==> src/core/mac_ctrl_pkg.sv <==
// Constants shared by the receive filter, pad trimmer and retry control.
package mac_ctrl_pkg;

    // Register byte offsets.
    localparam logic [7:0] OFF_CTRL = 8'h00;
    localparam logic [7:0] OFF_ADDR_HI = 8'h04;
    localparam logic [7:0] OFF_ADDR_LO = 8'h08;
    localparam logic [7:0] OFF_HASH_HI = 8'h0C;
    localparam logic [7:0] OFF_HASH_LO = 8'h10;
    localparam logic [7:0] OFF_WAKE = 8'h14;
    localparam logic [7:0] OFF_INT_STAT = 8'h18;
    localparam logic [7:0] OFF_INT_MASK = 8'h1C;
    localparam logic [7:0] OFF_TX_STAT = 8'h20;

    // Control and wake register field positions.
    localparam int BIT_PROMISC = 18;
    localparam int BIT_ACCEPT_BAD = 16;
    localparam int BIT_HASH_ONLY = 15;
    localparam int BIT_HASH_PERF = 13;
    localparam int BIT_BROADCAST_DISABLE_DIS = 11;
    localparam int BIT_RETRY_DIS = 10;
    localparam int BIT_PAD_STRIP = 8;
    localparam int BIT_WAKE_EN = 0;

    // Reset values and writable masks.
    localparam logic [31:0] CTRL_RST = 32'h0004_0000;
    localparam logic [31:0] CTRL_WMASK = 32'h0005_AD00;
    localparam logic [31:0] ADDR_HI_WMASK = 32'h0000_FFFF;
    localparam logic [31:0] WAKE_WMASK = 32'h0000_0001;
    localparam logic [31:0] ZERO_RST = 32'h0000_0000;

    // Interrupt status bits.
    localparam int INT_W = 3;
    localparam int INT_RX_ACCEPT = 0;
    localparam int INT_RX_REJECT = 1;
    localparam int INT_TX_RETRY_ERR = 2;

    // Frame layout and retry counts.
    localparam logic [11:0] DA_BYTES = 12'h006;
    localparam logic [11:0] LEN_HI_IDX = 12'h00C;
    localparam logic [11:0] LEN_LO_IDX = 12'h00D;
    localparam logic [15:0] MIN_LEN = 16'h002E;
    localparam logic [11:0] IDX_MAX = 12'hFFF;
    localparam logic [4:0] MAX_ATTEMPTS = 5'h10;
    localparam logic [31:0] CRC_INIT = 32'hFFFF_FFFF;
    localparam logic [31:0] CRC_POLY = 32'hEDB8_8320;

    // Receive and transmit state machines.
    typedef enum logic [1:0] {
        RX_PASS = 2'b01,
        RX_TRIM = 2'b10
    } rx_state_e;

    typedef enum logic [1:0] {
        TX_IDLE = 2'b01,
        TX_ACTIVE = 2'b10
    } tx_state_e;

    // Advances a reflected CRC-32 over one byte, low bit first.
    function automatic logic [31:0] crc32_byte(input logic [31:0] crc,
                                               input logic [7:0] data);
        logic [31:0] c;
        c = crc;
        for (int i = 0; i < 8; i++) begin
            if (c[0] ^ data[i]) begin
                c = (c >> 1) ^ CRC_POLY;
            end else begin
                c = c >> 1;
            end
        end
        return c;
    endfunction : crc32_byte

endpackage : mac_ctrl_pkg

==> src/core/addr_check.sv <==
// Destination address checker for perfect and hash filtering.
`timescale 1ns/10ps
module addr_check
    import mac_ctrl_pkg::*;
(
    // Frame destination and hash index.
    input wire logic [47:0] dest_addr_i,
    input wire logic [5:0] hash_idx_i,
    // Programmed filter state.
    input wire logic [47:0] station_addr_i,
    input wire logic [63:0] hash_table_i,
    input wire logic hash_perfect_select_i,
    input wire logic hash_only_filter_i,
    // Results.
    output logic addr_pass_o,
    output logic is_broadcast_disable_o,
    output logic hash_hit_o
);

    logic mcast;
    logic perfect;

    assign is_broadcast_disable_o = &dest_addr_i;
    assign mcast = dest_addr_i[0] & ~is_broadcast_disable_o;
    assign perfect = (dest_addr_i == station_addr_i);
    assign hash_hit_o = hash_table_i[hash_idx_i];

    // Multicast uses the hash table in either hash mode, individual only
    // in hash-only mode.
    always_comb begin
        if (hash_only_filter_i) begin
            addr_pass_o = hash_hit_o;
        end else if (hash_perfect_select_i && mcast) begin
            addr_pass_o = hash_hit_o;
        end else begin
            addr_pass_o = perfect;
        end
    end

endmodule : addr_check

==> src/core/mac_rx_tx_ctrl.sv <==
// Receive filter, pad trimmer, retry control and their registers.
`timescale 1ns/10ps
// Functional notes
// - Accept-bad-frames passes runts and collided frames.
// - Hash-only hashes individual and multicast addresses.
// - Select and hash-only clear: perfect match against station address.
// - Select set: multicast filtered by hash table.
// - Select set: individual hashed only if hash-only.
// - Broadcast-disable rejects broadcasts; clear forwards all.
// - Enabled wake-up broadcast frame passes despite broadcast-disable.
// - Retry-disable: one attempt, drop, flag retry error.
// - Otherwise sixteen attempts before retry error.
// - Pad strip, length under 46: drop pad, FCS.
// - Pad strip, length 46 or more: unchanged.
// - Pad strip off: every frame unchanged.
// - Promiscuous accepts any destination; set after reset.
module mac_rx_tx_ctrl
    import mac_ctrl_pkg::*;
(
    // Clock and reset.
    input wire logic mclk_i,
    input wire logic rst_n_i,
    // Register port.
    input wire logic [7:0] addr_i,
    input wire logic [31:0] wr_data_i,
    input wire logic wr_i,
    input wire logic rd_i,
    output logic [31:0] rd_data_o,
    // Receive byte stream from the fabric port.
    input wire logic rx_valid_i,
    input wire logic [7:0] rx_data_i,
    input wire logic rx_last_i,
    input wire logic rx_bad_i,
    input wire logic rx_wakeup_i,
    // Receive byte stream to the host.
    output logic rx_out_valid_o,
    output logic [7:0] rx_out_data_o,
    output logic rx_out_last_o,
    output logic rx_frame_done_o,
    output logic rx_frame_accept_o,
    // Transmit attempt control.
    input wire logic tx_start_i,
    input wire logic tx_collision_i,
    input wire logic tx_success_i,
    output logic tx_retry_o,
    output logic tx_abandon_o,
    output logic tx_retry_err_o,
    // Interrupt.
    output logic irq_o
);

    logic [31:0] ctrl_q;
    logic [31:0] addr_hi_q;
    logic [31:0] addr_lo_q;
    logic [31:0] hash_hi_q;
    logic [31:0] hash_lo_q;
    logic [31:0] wake_q;
    logic [INT_W-1:0] int_stat_q;
    logic [INT_W-1:0] int_mask_q;
    logic [31:0] rd_data_d;
    logic [INT_W-1:0] int_evt;
    logic [INT_W-1:0] int_clr;

    logic promisc;
    logic accept_bad;
    logic broadcast_disable_dis;
    logic retry_dis;
    logic pad_strip;
    logic wake_en;

    rx_state_e rx_state_q;
    logic [11:0] idx_q;
    logic [47:0] da_q;
    logic [31:0] crc_q;
    logic [7:0] len_hi_q;
    logic [15:0] len_q;
    logic [15:0] cur_len;
    logic rx_end;
    logic cut_now;
    logic addr_pass;
    logic is_broadcast_disable;
    logic hash_hit;
    logic frame_ok;

    tx_state_e tx_state_q;
    logic [4:0] attempts_q;
    logic tx_give_up;
    logic tx_last_err_q;

    assign promisc = ctrl_q[BIT_PROMISC];
    assign accept_bad = ctrl_q[BIT_ACCEPT_BAD];
    assign broadcast_disable_dis = ctrl_q[BIT_BROADCAST_DISABLE_DIS];
    assign retry_dis = ctrl_q[BIT_RETRY_DIS];
    assign pad_strip = ctrl_q[BIT_PAD_STRIP];
    assign wake_en = wake_q[BIT_WAKE_EN];

    // Register writes; reserved bits stay zero.
    always_ff @(posedge mclk_i or negedge rst_n_i) begin
        if (!rst_n_i) begin
            ctrl_q <= CTRL_RST;
            addr_hi_q <= ZERO_RST;
            addr_lo_q <= ZERO_RST;
            hash_hi_q <= ZERO_RST;
            hash_lo_q <= ZERO_RST;
            wake_q <= ZERO_RST;
            int_mask_q <= '0;
        end else if (wr_i) begin
            case (addr_i)
                OFF_CTRL: ctrl_q <= wr_data_i & CTRL_WMASK;
                OFF_ADDR_HI: addr_hi_q <= wr_data_i & ADDR_HI_WMASK;
                OFF_ADDR_LO: addr_lo_q <= wr_data_i;
                OFF_HASH_HI: hash_hi_q <= wr_data_i;
                OFF_HASH_LO: hash_lo_q <= wr_data_i;
                OFF_WAKE: wake_q <= wr_data_i & WAKE_WMASK;
                OFF_INT_MASK: int_mask_q <= wr_data_i[INT_W-1:0];
                default: begin
                end
            endcase
        end
    end

    // Read mux; unmapped offsets read zero.
    always_comb begin
        case (addr_i)
            OFF_CTRL: rd_data_d = ctrl_q;
            OFF_ADDR_HI: rd_data_d = addr_hi_q;
            OFF_ADDR_LO: rd_data_d = addr_lo_q;
            OFF_HASH_HI: rd_data_d = hash_hi_q;
            OFF_HASH_LO: rd_data_d = hash_lo_q;
            OFF_WAKE: rd_data_d = wake_q;
            OFF_INT_STAT: rd_data_d = {29'h0, int_stat_q};
            OFF_INT_MASK: rd_data_d = {29'h0, int_mask_q};
            OFF_TX_STAT: rd_data_d = {26'h0, tx_last_err_q, attempts_q};
            default: rd_data_d = 32'h0000_0000;
        endcase
    end

    always_ff @(posedge mclk_i or negedge rst_n_i) begin
        if (!rst_n_i) begin
            rd_data_o <= 32'h0000_0000;
        end else begin
            rd_data_o <= rd_i ? rd_data_d : 32'h0000_0000;
        end
    end

    // Sticky interrupt status; a new event wins over a clear.
    assign int_clr = (wr_i && addr_i == OFF_INT_STAT) ?
                     wr_data_i[INT_W-1:0] : '0;
    assign int_evt[INT_RX_ACCEPT] = rx_end & frame_ok;
    assign int_evt[INT_RX_REJECT] = rx_end & ~frame_ok;
    assign int_evt[INT_TX_RETRY_ERR] = tx_give_up;

    always_ff @(posedge mclk_i or negedge rst_n_i) begin
        if (!rst_n_i) begin
            int_stat_q <= '0;
        end else begin
            int_stat_q <= (int_stat_q & ~int_clr) | int_evt;
        end
    end

    assign irq_o = |(int_stat_q & int_mask_q);

    // Address checker.
    addr_check u_addr_check (
        .dest_addr_i(da_q),
        .hash_idx_i(crc_q[31:26]),
        .station_addr_i({addr_hi_q[15:0], addr_lo_q}),
        .hash_table_i({hash_hi_q, hash_lo_q}),
        .hash_perfect_select_i(ctrl_q[BIT_HASH_PERF]),
        .hash_only_filter_i(ctrl_q[BIT_HASH_ONLY]),
        .addr_pass_o(addr_pass),
        .is_broadcast_disable_o(is_broadcast_disable),
        .hash_hit_o(hash_hit)
    );

    assign rx_end = rx_valid_i & rx_last_i;

    // Final acceptance of a frame at its last byte.
    always_comb begin
        if (rx_bad_i && !accept_bad) begin
            frame_ok = 1'b0;
        end else if (promisc) begin
            frame_ok = 1'b1;
        end else if (is_broadcast_disable) begin
            frame_ok = ~broadcast_disable_dis | (wake_en & rx_wakeup_i);
        end else begin
            frame_ok = addr_pass;
        end
    end

    // Byte index, destination capture, hash and length field.
    always_ff @(posedge mclk_i or negedge rst_n_i) begin
        if (!rst_n_i) begin
            idx_q <= 12'h000;
            da_q <= 48'h0000_0000_0000;
            crc_q <= CRC_INIT;
            len_hi_q <= 8'h00;
            len_q <= 16'h0000;
        end else if (rx_valid_i) begin
            if (rx_last_i) begin
                idx_q <= 12'h000;
                crc_q <= CRC_INIT;
            end else begin
                idx_q <= (idx_q == IDX_MAX) ? idx_q : idx_q + 12'h001;
                if (idx_q < DA_BYTES) begin
                    da_q <= {rx_data_i, da_q[47:8]};
                    crc_q <= crc32_byte(crc_q, rx_data_i);
                end
            end
            if (idx_q == LEN_HI_IDX) begin
                len_hi_q <= rx_data_i;
            end
            if (idx_q == LEN_LO_IDX) begin
                len_q <= {len_hi_q, rx_data_i};
            end
        end
    end

    // Cut point: last byte of header plus the stated data length.
    assign cur_len = (idx_q == LEN_LO_IDX) ? {len_hi_q, rx_data_i} : len_q;
    assign cut_now = pad_strip && idx_q >= LEN_LO_IDX && cur_len < MIN_LEN
                     && {4'h0, idx_q} == 16'(cur_len + 16'(LEN_LO_IDX));

    // Delivery state: pass bytes, or swallow pad and FCS after the cut.
    always_ff @(posedge mclk_i or negedge rst_n_i) begin
        if (!rst_n_i) begin
            rx_state_q <= RX_PASS;
        end else begin
            case (rx_state_q)
                RX_PASS: begin
                    if (rx_valid_i && cut_now && !rx_last_i) begin
                        rx_state_q <= RX_TRIM;
                    end
                end
                RX_TRIM: begin
                    if (rx_end) begin
                        rx_state_q <= RX_PASS;
                    end
                end
                default: rx_state_q <= RX_PASS;
            endcase
        end
    end

    always_ff @(posedge mclk_i or negedge rst_n_i) begin
        if (!rst_n_i) begin
            rx_out_valid_o <= 1'b0;
            rx_out_data_o <= 8'h00;
            rx_out_last_o <= 1'b0;
        end else begin
            rx_out_valid_o <= rx_valid_i && rx_state_q == RX_PASS;
            rx_out_data_o <= rx_data_i;
            rx_out_last_o <= rx_valid_i && rx_state_q == RX_PASS
                             && (rx_last_i || cut_now);
        end
    end

    always_ff @(posedge mclk_i or negedge rst_n_i) begin
        if (!rst_n_i) begin
            rx_frame_done_o <= 1'b0;
            rx_frame_accept_o <= 1'b0;
        end else begin
            rx_frame_done_o <= rx_end;
            rx_frame_accept_o <= rx_end & frame_ok;
        end
    end

    // Transmit attempts: retry until the limit, or give up at once.
    assign tx_give_up = tx_state_q == TX_ACTIVE && tx_collision_i
                        && (retry_dis || attempts_q == MAX_ATTEMPTS);

    always_ff @(posedge mclk_i or negedge rst_n_i) begin
        if (!rst_n_i) begin
            tx_state_q <= TX_IDLE;
            attempts_q <= 5'h00;
        end else begin
            case (tx_state_q)
                TX_IDLE: begin
                    if (tx_start_i) begin
                        tx_state_q <= TX_ACTIVE;
                        attempts_q <= 5'h01;
                    end
                end
                TX_ACTIVE: begin
                    if (tx_give_up || tx_success_i) begin
                        tx_state_q <= TX_IDLE;
                    end else if (tx_collision_i) begin
                        attempts_q <= attempts_q + 5'h01;
                    end
                end
                default: tx_state_q <= TX_IDLE;
            endcase
        end
    end

    always_ff @(posedge mclk_i or negedge rst_n_i) begin
        if (!rst_n_i) begin
            tx_retry_o <= 1'b0;
            tx_abandon_o <= 1'b0;
            tx_retry_err_o <= 1'b0;
            tx_last_err_q <= 1'b0;
        end else begin
            tx_retry_o <= tx_state_q == TX_ACTIVE && tx_collision_i
                          && !tx_give_up;
            tx_abandon_o <= tx_give_up;
            tx_retry_err_o <= tx_give_up;
            if (tx_give_up) begin
                tx_last_err_q <= 1'b1;
            end else if (tx_state_q == TX_IDLE && tx_start_i) begin
                tx_last_err_q <= 1'b0;
            end
        end
    end
endmodule : mac_rx_tx_ctrl

==> config.mk <==
export PLATFORM = sky130hd
export DESIGN_NAME = mac_rx_tx_ctrl
export DESIGN_NICKNAME = d
export VERILOG_FILES = /design/src/core/mac_ctrl_pkg.sv /design/src/core/addr_check.sv /design/src/core/mac_rx_tx_ctrl.sv
export SDC_FILE = /design/constraint.sdc
export NUM_CORES = 1
export LEC_CHECK = 0
export ABC_AREA = 1
export ABC_CLOCK_PERIOD_IN_PS = 2250
export BUFFER_PORTS_ARGS = -buffer_cell sky130_fd_sc_hd__buf_2
export CAP_MARGIN = 5
export CORE_MARGIN = 8
export CORE_UTILIZATION = 49
export DETAILED_ROUTE_END_ITERATION = 8
export GPL_TIMING_DRIVEN = 0
export PLACE_DENSITY_LB_ADDON = 0.2
export SETUP_SLACK_MARGIN = 0.3
export SYNTH_ARGS = -nofsm -noshare
export SYNTH_HDL_FRONTEND = slang
export SYNTH_SLANG_ARGS = --single-unit
export TNS_END_PERCENT = 20
==> constraint.sdc <==
create_clock -name mclk_i -period 2.25 [get_ports mclk_i]
set_input_delay 0.3375 -clock mclk_i [delete_from_list [all_inputs] [get_ports mclk_i]]
set_output_delay 0.3375 -clock mclk_i [all_outputs]
set_load 0.03 [all_outputs]
==> summary.txt <==
Synth
  – Synthesized Nets: between 1500 and 2000
  – Flops & latches, synth: between 200 and 300
  – Synth Flop Type: dfrtp_1
  – Post-Synthesis Cells: between 1500 and 2000
  – Synth warnings: 0
  – Async SR Flop Fraction: 100%
  – Cell variety after synth: 48
  – Post-synth EDFFs: 0
  – Mean area per synthesized cell: just over 8 um2
  – Part of the Yosys area used for sequential elements: between 40 and 50%
  – Synth Cell Area: about 0.015 mm2

GRT
  – M1 GR Usage: 34.6%
  – Initial antenna violation count: 0
  – GRT Total Usage: between 20% and 30%
  – Largest net degree at the start of global routing: ~120
  – GR Overflow Total: 0
  – Global routing met3 resource utilization: 5.01%
  – GR peak layer: met2
  – Met2 Usage GRT: a little over two fifths
  – Global-route wire length before repair: approximately 78000 um
  – Vias in the first global route: 14100

CTS
  – CTS sink cnt: between 200 and 300
  – Max Root-Sink Buffers: 3
  – H-tree depth: 2
  – CTS root buffer: clkbuf_16
  – Clock slew at reported path FFs: 0.06 ns
  – CTS tree: done
  – CTS Buf Count: 35
  – Hold_buf cts: 3
  – Clock latency on the worst-skew pair: about 0.52 ns

Power and ir drop
  – Pwr/cell area: ~1000 mW/mm2
  – Leakage: 9.04 nW
  – Max VDD drop: 0.863 mV

Timing
  – Hold Slack: -0.191 ns
  – Tcrit/Tclk final: 108%
  – Worst Slack Setup Final: -0.177 ns
  – Hold Violations, Final: between 80 and 90
  – Setup Viol. Count Final: 3
  – Worst Clk Skew: about 0.016 ns
  – Unrepaired setup endpoints after global routing: yes
  – Post-route minimum period: 2.43 ns
  – Least-Margin Pin Slew: a little under 0.7 ns
  – Peak Freq: slightly above 400 MHz
  – Pins Over Slew Limit: 0
  – Max-Slew Margin vs Limit: a little over half

Cells and area
  – Area Growth Syn to Fin: 28.4%
  – Share of cells above drive strength 1: 27.9%
  – Design area: 0.0195 mm2
  – N_diodes: 0
  – Final Net Count: 2146
  – FILL cells: ~2500
  – Finished Core Util: between 60% and 70%

Floorplanning
  – Row Count: 64
  – Core Region: slightly above 0.03 mm2
  – Chip Width: 192 um
  – # IOs: approximately 110
  – Die ar.: approximately 0.037 mm2
  – Initial Utilization: 49.7%
  – Die Ht: approximately 190 um

Setup path
  – Worst stage delay on the critical path: around 0.38 ns
  – Startpoint types: flop
  – Critical Path RT: 2.69 ns
  – Critical path type: reg -> reg
  – Worst Setup EP: rx_state_q[0]$_DFFE_PN1P_
  – Worst Setup SP: idx_q[5]$_DFFE_PN0P_
  – Setup crit end kind: flop
  – R2r endpoint: rx_state_q[0]$_DFFE_PN1P_
  – Arr. time, crit path: 2.86 ns
  – R2R depth: 18
  – Worst-path maximum fanout: 6
  – R2R Setup Slk: -0.18 ns
  – Slowest CP cell: dfrtp_1
  – Worst r2r src: idx_q[5]$_DFFE_PN0P_
  – CP Cell Sequence: nor2_1, nand2_2, nor2_4, buf_4, buf_4, nand3b_1, nand2_4, nand2_1, nor2_1, nand2_1, nor2_1, nand3_1, nor2_2, nand3_1, nor2_1, nand3_1, nand2_2, inv_2
  – CP most frequent cell: nor2_1

Placement
  – Post-detail-place hpwl: roughly 35000 um
  – DP Worst Slack: -0.691 ns
  – Placer Congestion: between 0.9 and 1
  – DP Area: between 0.015 and 0.02 mm2
  – Buffers on Ports: 105

Detailed routing
  – Drt first-iter violations: roughly 1500
  – WL/cell: between 20 and 25 um
  – Vias/cell: ~5.7
  – WL final: slightly above 50000 um
  – Drt pass-1 iters: 6
  – Post-route DRC: 0
  – Via count: 14400
  – Routed Antenna Nets: 0

Run status
  – Violated checks: negative hold slack, negative setup slack
  – Status: finished with violations

Flow run
  – Max-cap violations: 0

Min path
  – Hold crit path type: in -> async
## routing by layer
layer / share of wire (%) / routed length, um
met5: 0 / 0
met4: 5.2 / 2600
met3: 8.4 / 4200
met2: 47 / 23500
met1: 40 / 20000
## placed cells by master (no fill, tap or decap), drive strengths merged, types with 60 or more instances in the layout
cell / count
a21oi: 60
buf: 181
clkbuf: 100
dfrtp: 263
inv: 229
nand2: 467
nand3: 81
nor2: 123
o21ai: 269
xor2: 72
## kinds of logic (layout without fill, tap and decap cells)
kind of cell / after synthesis / after routing / synth area share, %
AO/OA/AOI/OAI: 417 / 417 / 15.2
XOR/XNOR: 95 / 95 / 5.49
adder cells (fa/ha/maj): 6 / 6 / 0.495
buffers and inverters: 302 / 528 / 7.72
flip-flops: 298 / 298 / 49.5
AND/OR/NAND/NOR: 760 / 762 / 21.6
## state kept, by name, summed over array words and instances (netlist names), 12 cells and up
register / flops
len_q: 16
da_q: 48
hash_lo_q: 32
addr_hi_q: 16
crc_q: 32
rd_data_o: 32
hash_hi_q: 32
addr_lo_q: 32
idx_q: 12
## worst max-delay path: cells and delay by family, from the launching register on
kind	cells	cell delay, ns
flip-flops	1	0.38
AND/OR/NAND/NOR	15	1.71
buffers and inverters	3	0.26
## through the flow
step                hold WS, ns  instances  total power [mW]  setup TNS, ns
floorplan                0.0419       1878              10.3              0
global placement          0.463       2379              11.6       -1368.35
detailed placement        0.376       2381              11.7         -68.64
CTS                      -0.164       2479              18.0         -0.429
global route             -0.139       2502              20.0          -1.22
finish                   -0.191       2502              19.1         -0.487
## worst min-delay path by stage
stage	start	endpoint	slack (ns)	depth (start not counted)
2_1_floorplan	rst_n_i	addr_hi_q[0]$_DFFE_PN0P_	0.04	0
3_3_place_gp	len_hi_q[3]$_DFFE_PN0P_	len_hi_q[3]$_DFFE_PN0P_	0.46	2
3_5_place_dp	rst_n_i	rd_data_o[26]$_DFF_PN0_	0.38	1
4_1_cts	rst_n_i	rd_data_o[26]$_DFF_PN0_	-0.16	1
5_1_grt	rst_n_i	rd_data_o[26]$_DFF_PN0_	-0.14	1
6_report	rst_n_i	rd_data_o[26]$_DFF_PN0_	-0.19	1
## synthesized netlist by cell type, types with 2 or more instances
cell      count  area (um2)
nand3b_1      7        52.6
dfrtp_1     263        6580
buf_4         3        22.5
inv_1       224         841
o211ai_1      9        67.6
ha_1          6        75.1
buf_6         3        33.8
nor2_1      110         413
buf_2         3        15.0
nor2_2        9        56.3
or2_2        18         113
xor2_1       72         631
a221oi_1     15         131
nand3_1      79         395
clkinv_1      2        7.51
nand2_2      13        81.3
o21ai_2       2        17.5
nor3_1       26         130
nand2_1     449        1690
nor4_1       10        62.6
a211oi_1      5        37.5
o21a_1        2        15.0
a22o_1        7        61.3
nor2_4        4        45.0
a22oi_1       5        37.5
a311oi_1      2        17.5
dfstp_2      35         920
nor3b_1       3        22.5
clkbuf_1     63         236
nand2_4       3        33.8
inv_2         4        15.0
xnor2_1      23         201
o21ai_0     266        1330
nand3_2       2        20.0
o22ai_1      22         138
nand4_1      25         156
a21oi_1      60         300
a31oi_1      14        87.6
## power by group
part,switching [mW],internal [mW]
Clock,2.26,3.28
Combinational,3.88,2.69
Sequential,0.772,6.20
Total,6.92,12.2
## layout make-up
| class | count | area [um2] | area share (%) |
|---|---|---|---|
| flip-flops and latches | 298 | 7510 | 38.6 |
| multi-input cells | 1280 | 7730 | 39.7 |
| well taps | 396 | 495 | 2.54 |
| plain buffers | 72 | 613 | 3.15 |
| inverters | 230 | 878 | 4.51 |
| clock buffers | 48 | 1010 | 5.21 |
| clock inverters | 14 | 111 | 0.572 |
| repair buffers | 164 | 1120 | 5.74 |
## repair_timing
item | 4_1_cts | 5_1_grt
resized for setup | 178 | 356
endpoints found under the setup margin | 186 | 245
gates cloned | 5 | 5
endpoints found under the hold margin | 89 | 86
setup buffers | 28 | 18
pin swaps | 26 | 58
(Power assumes the default switching activity.)
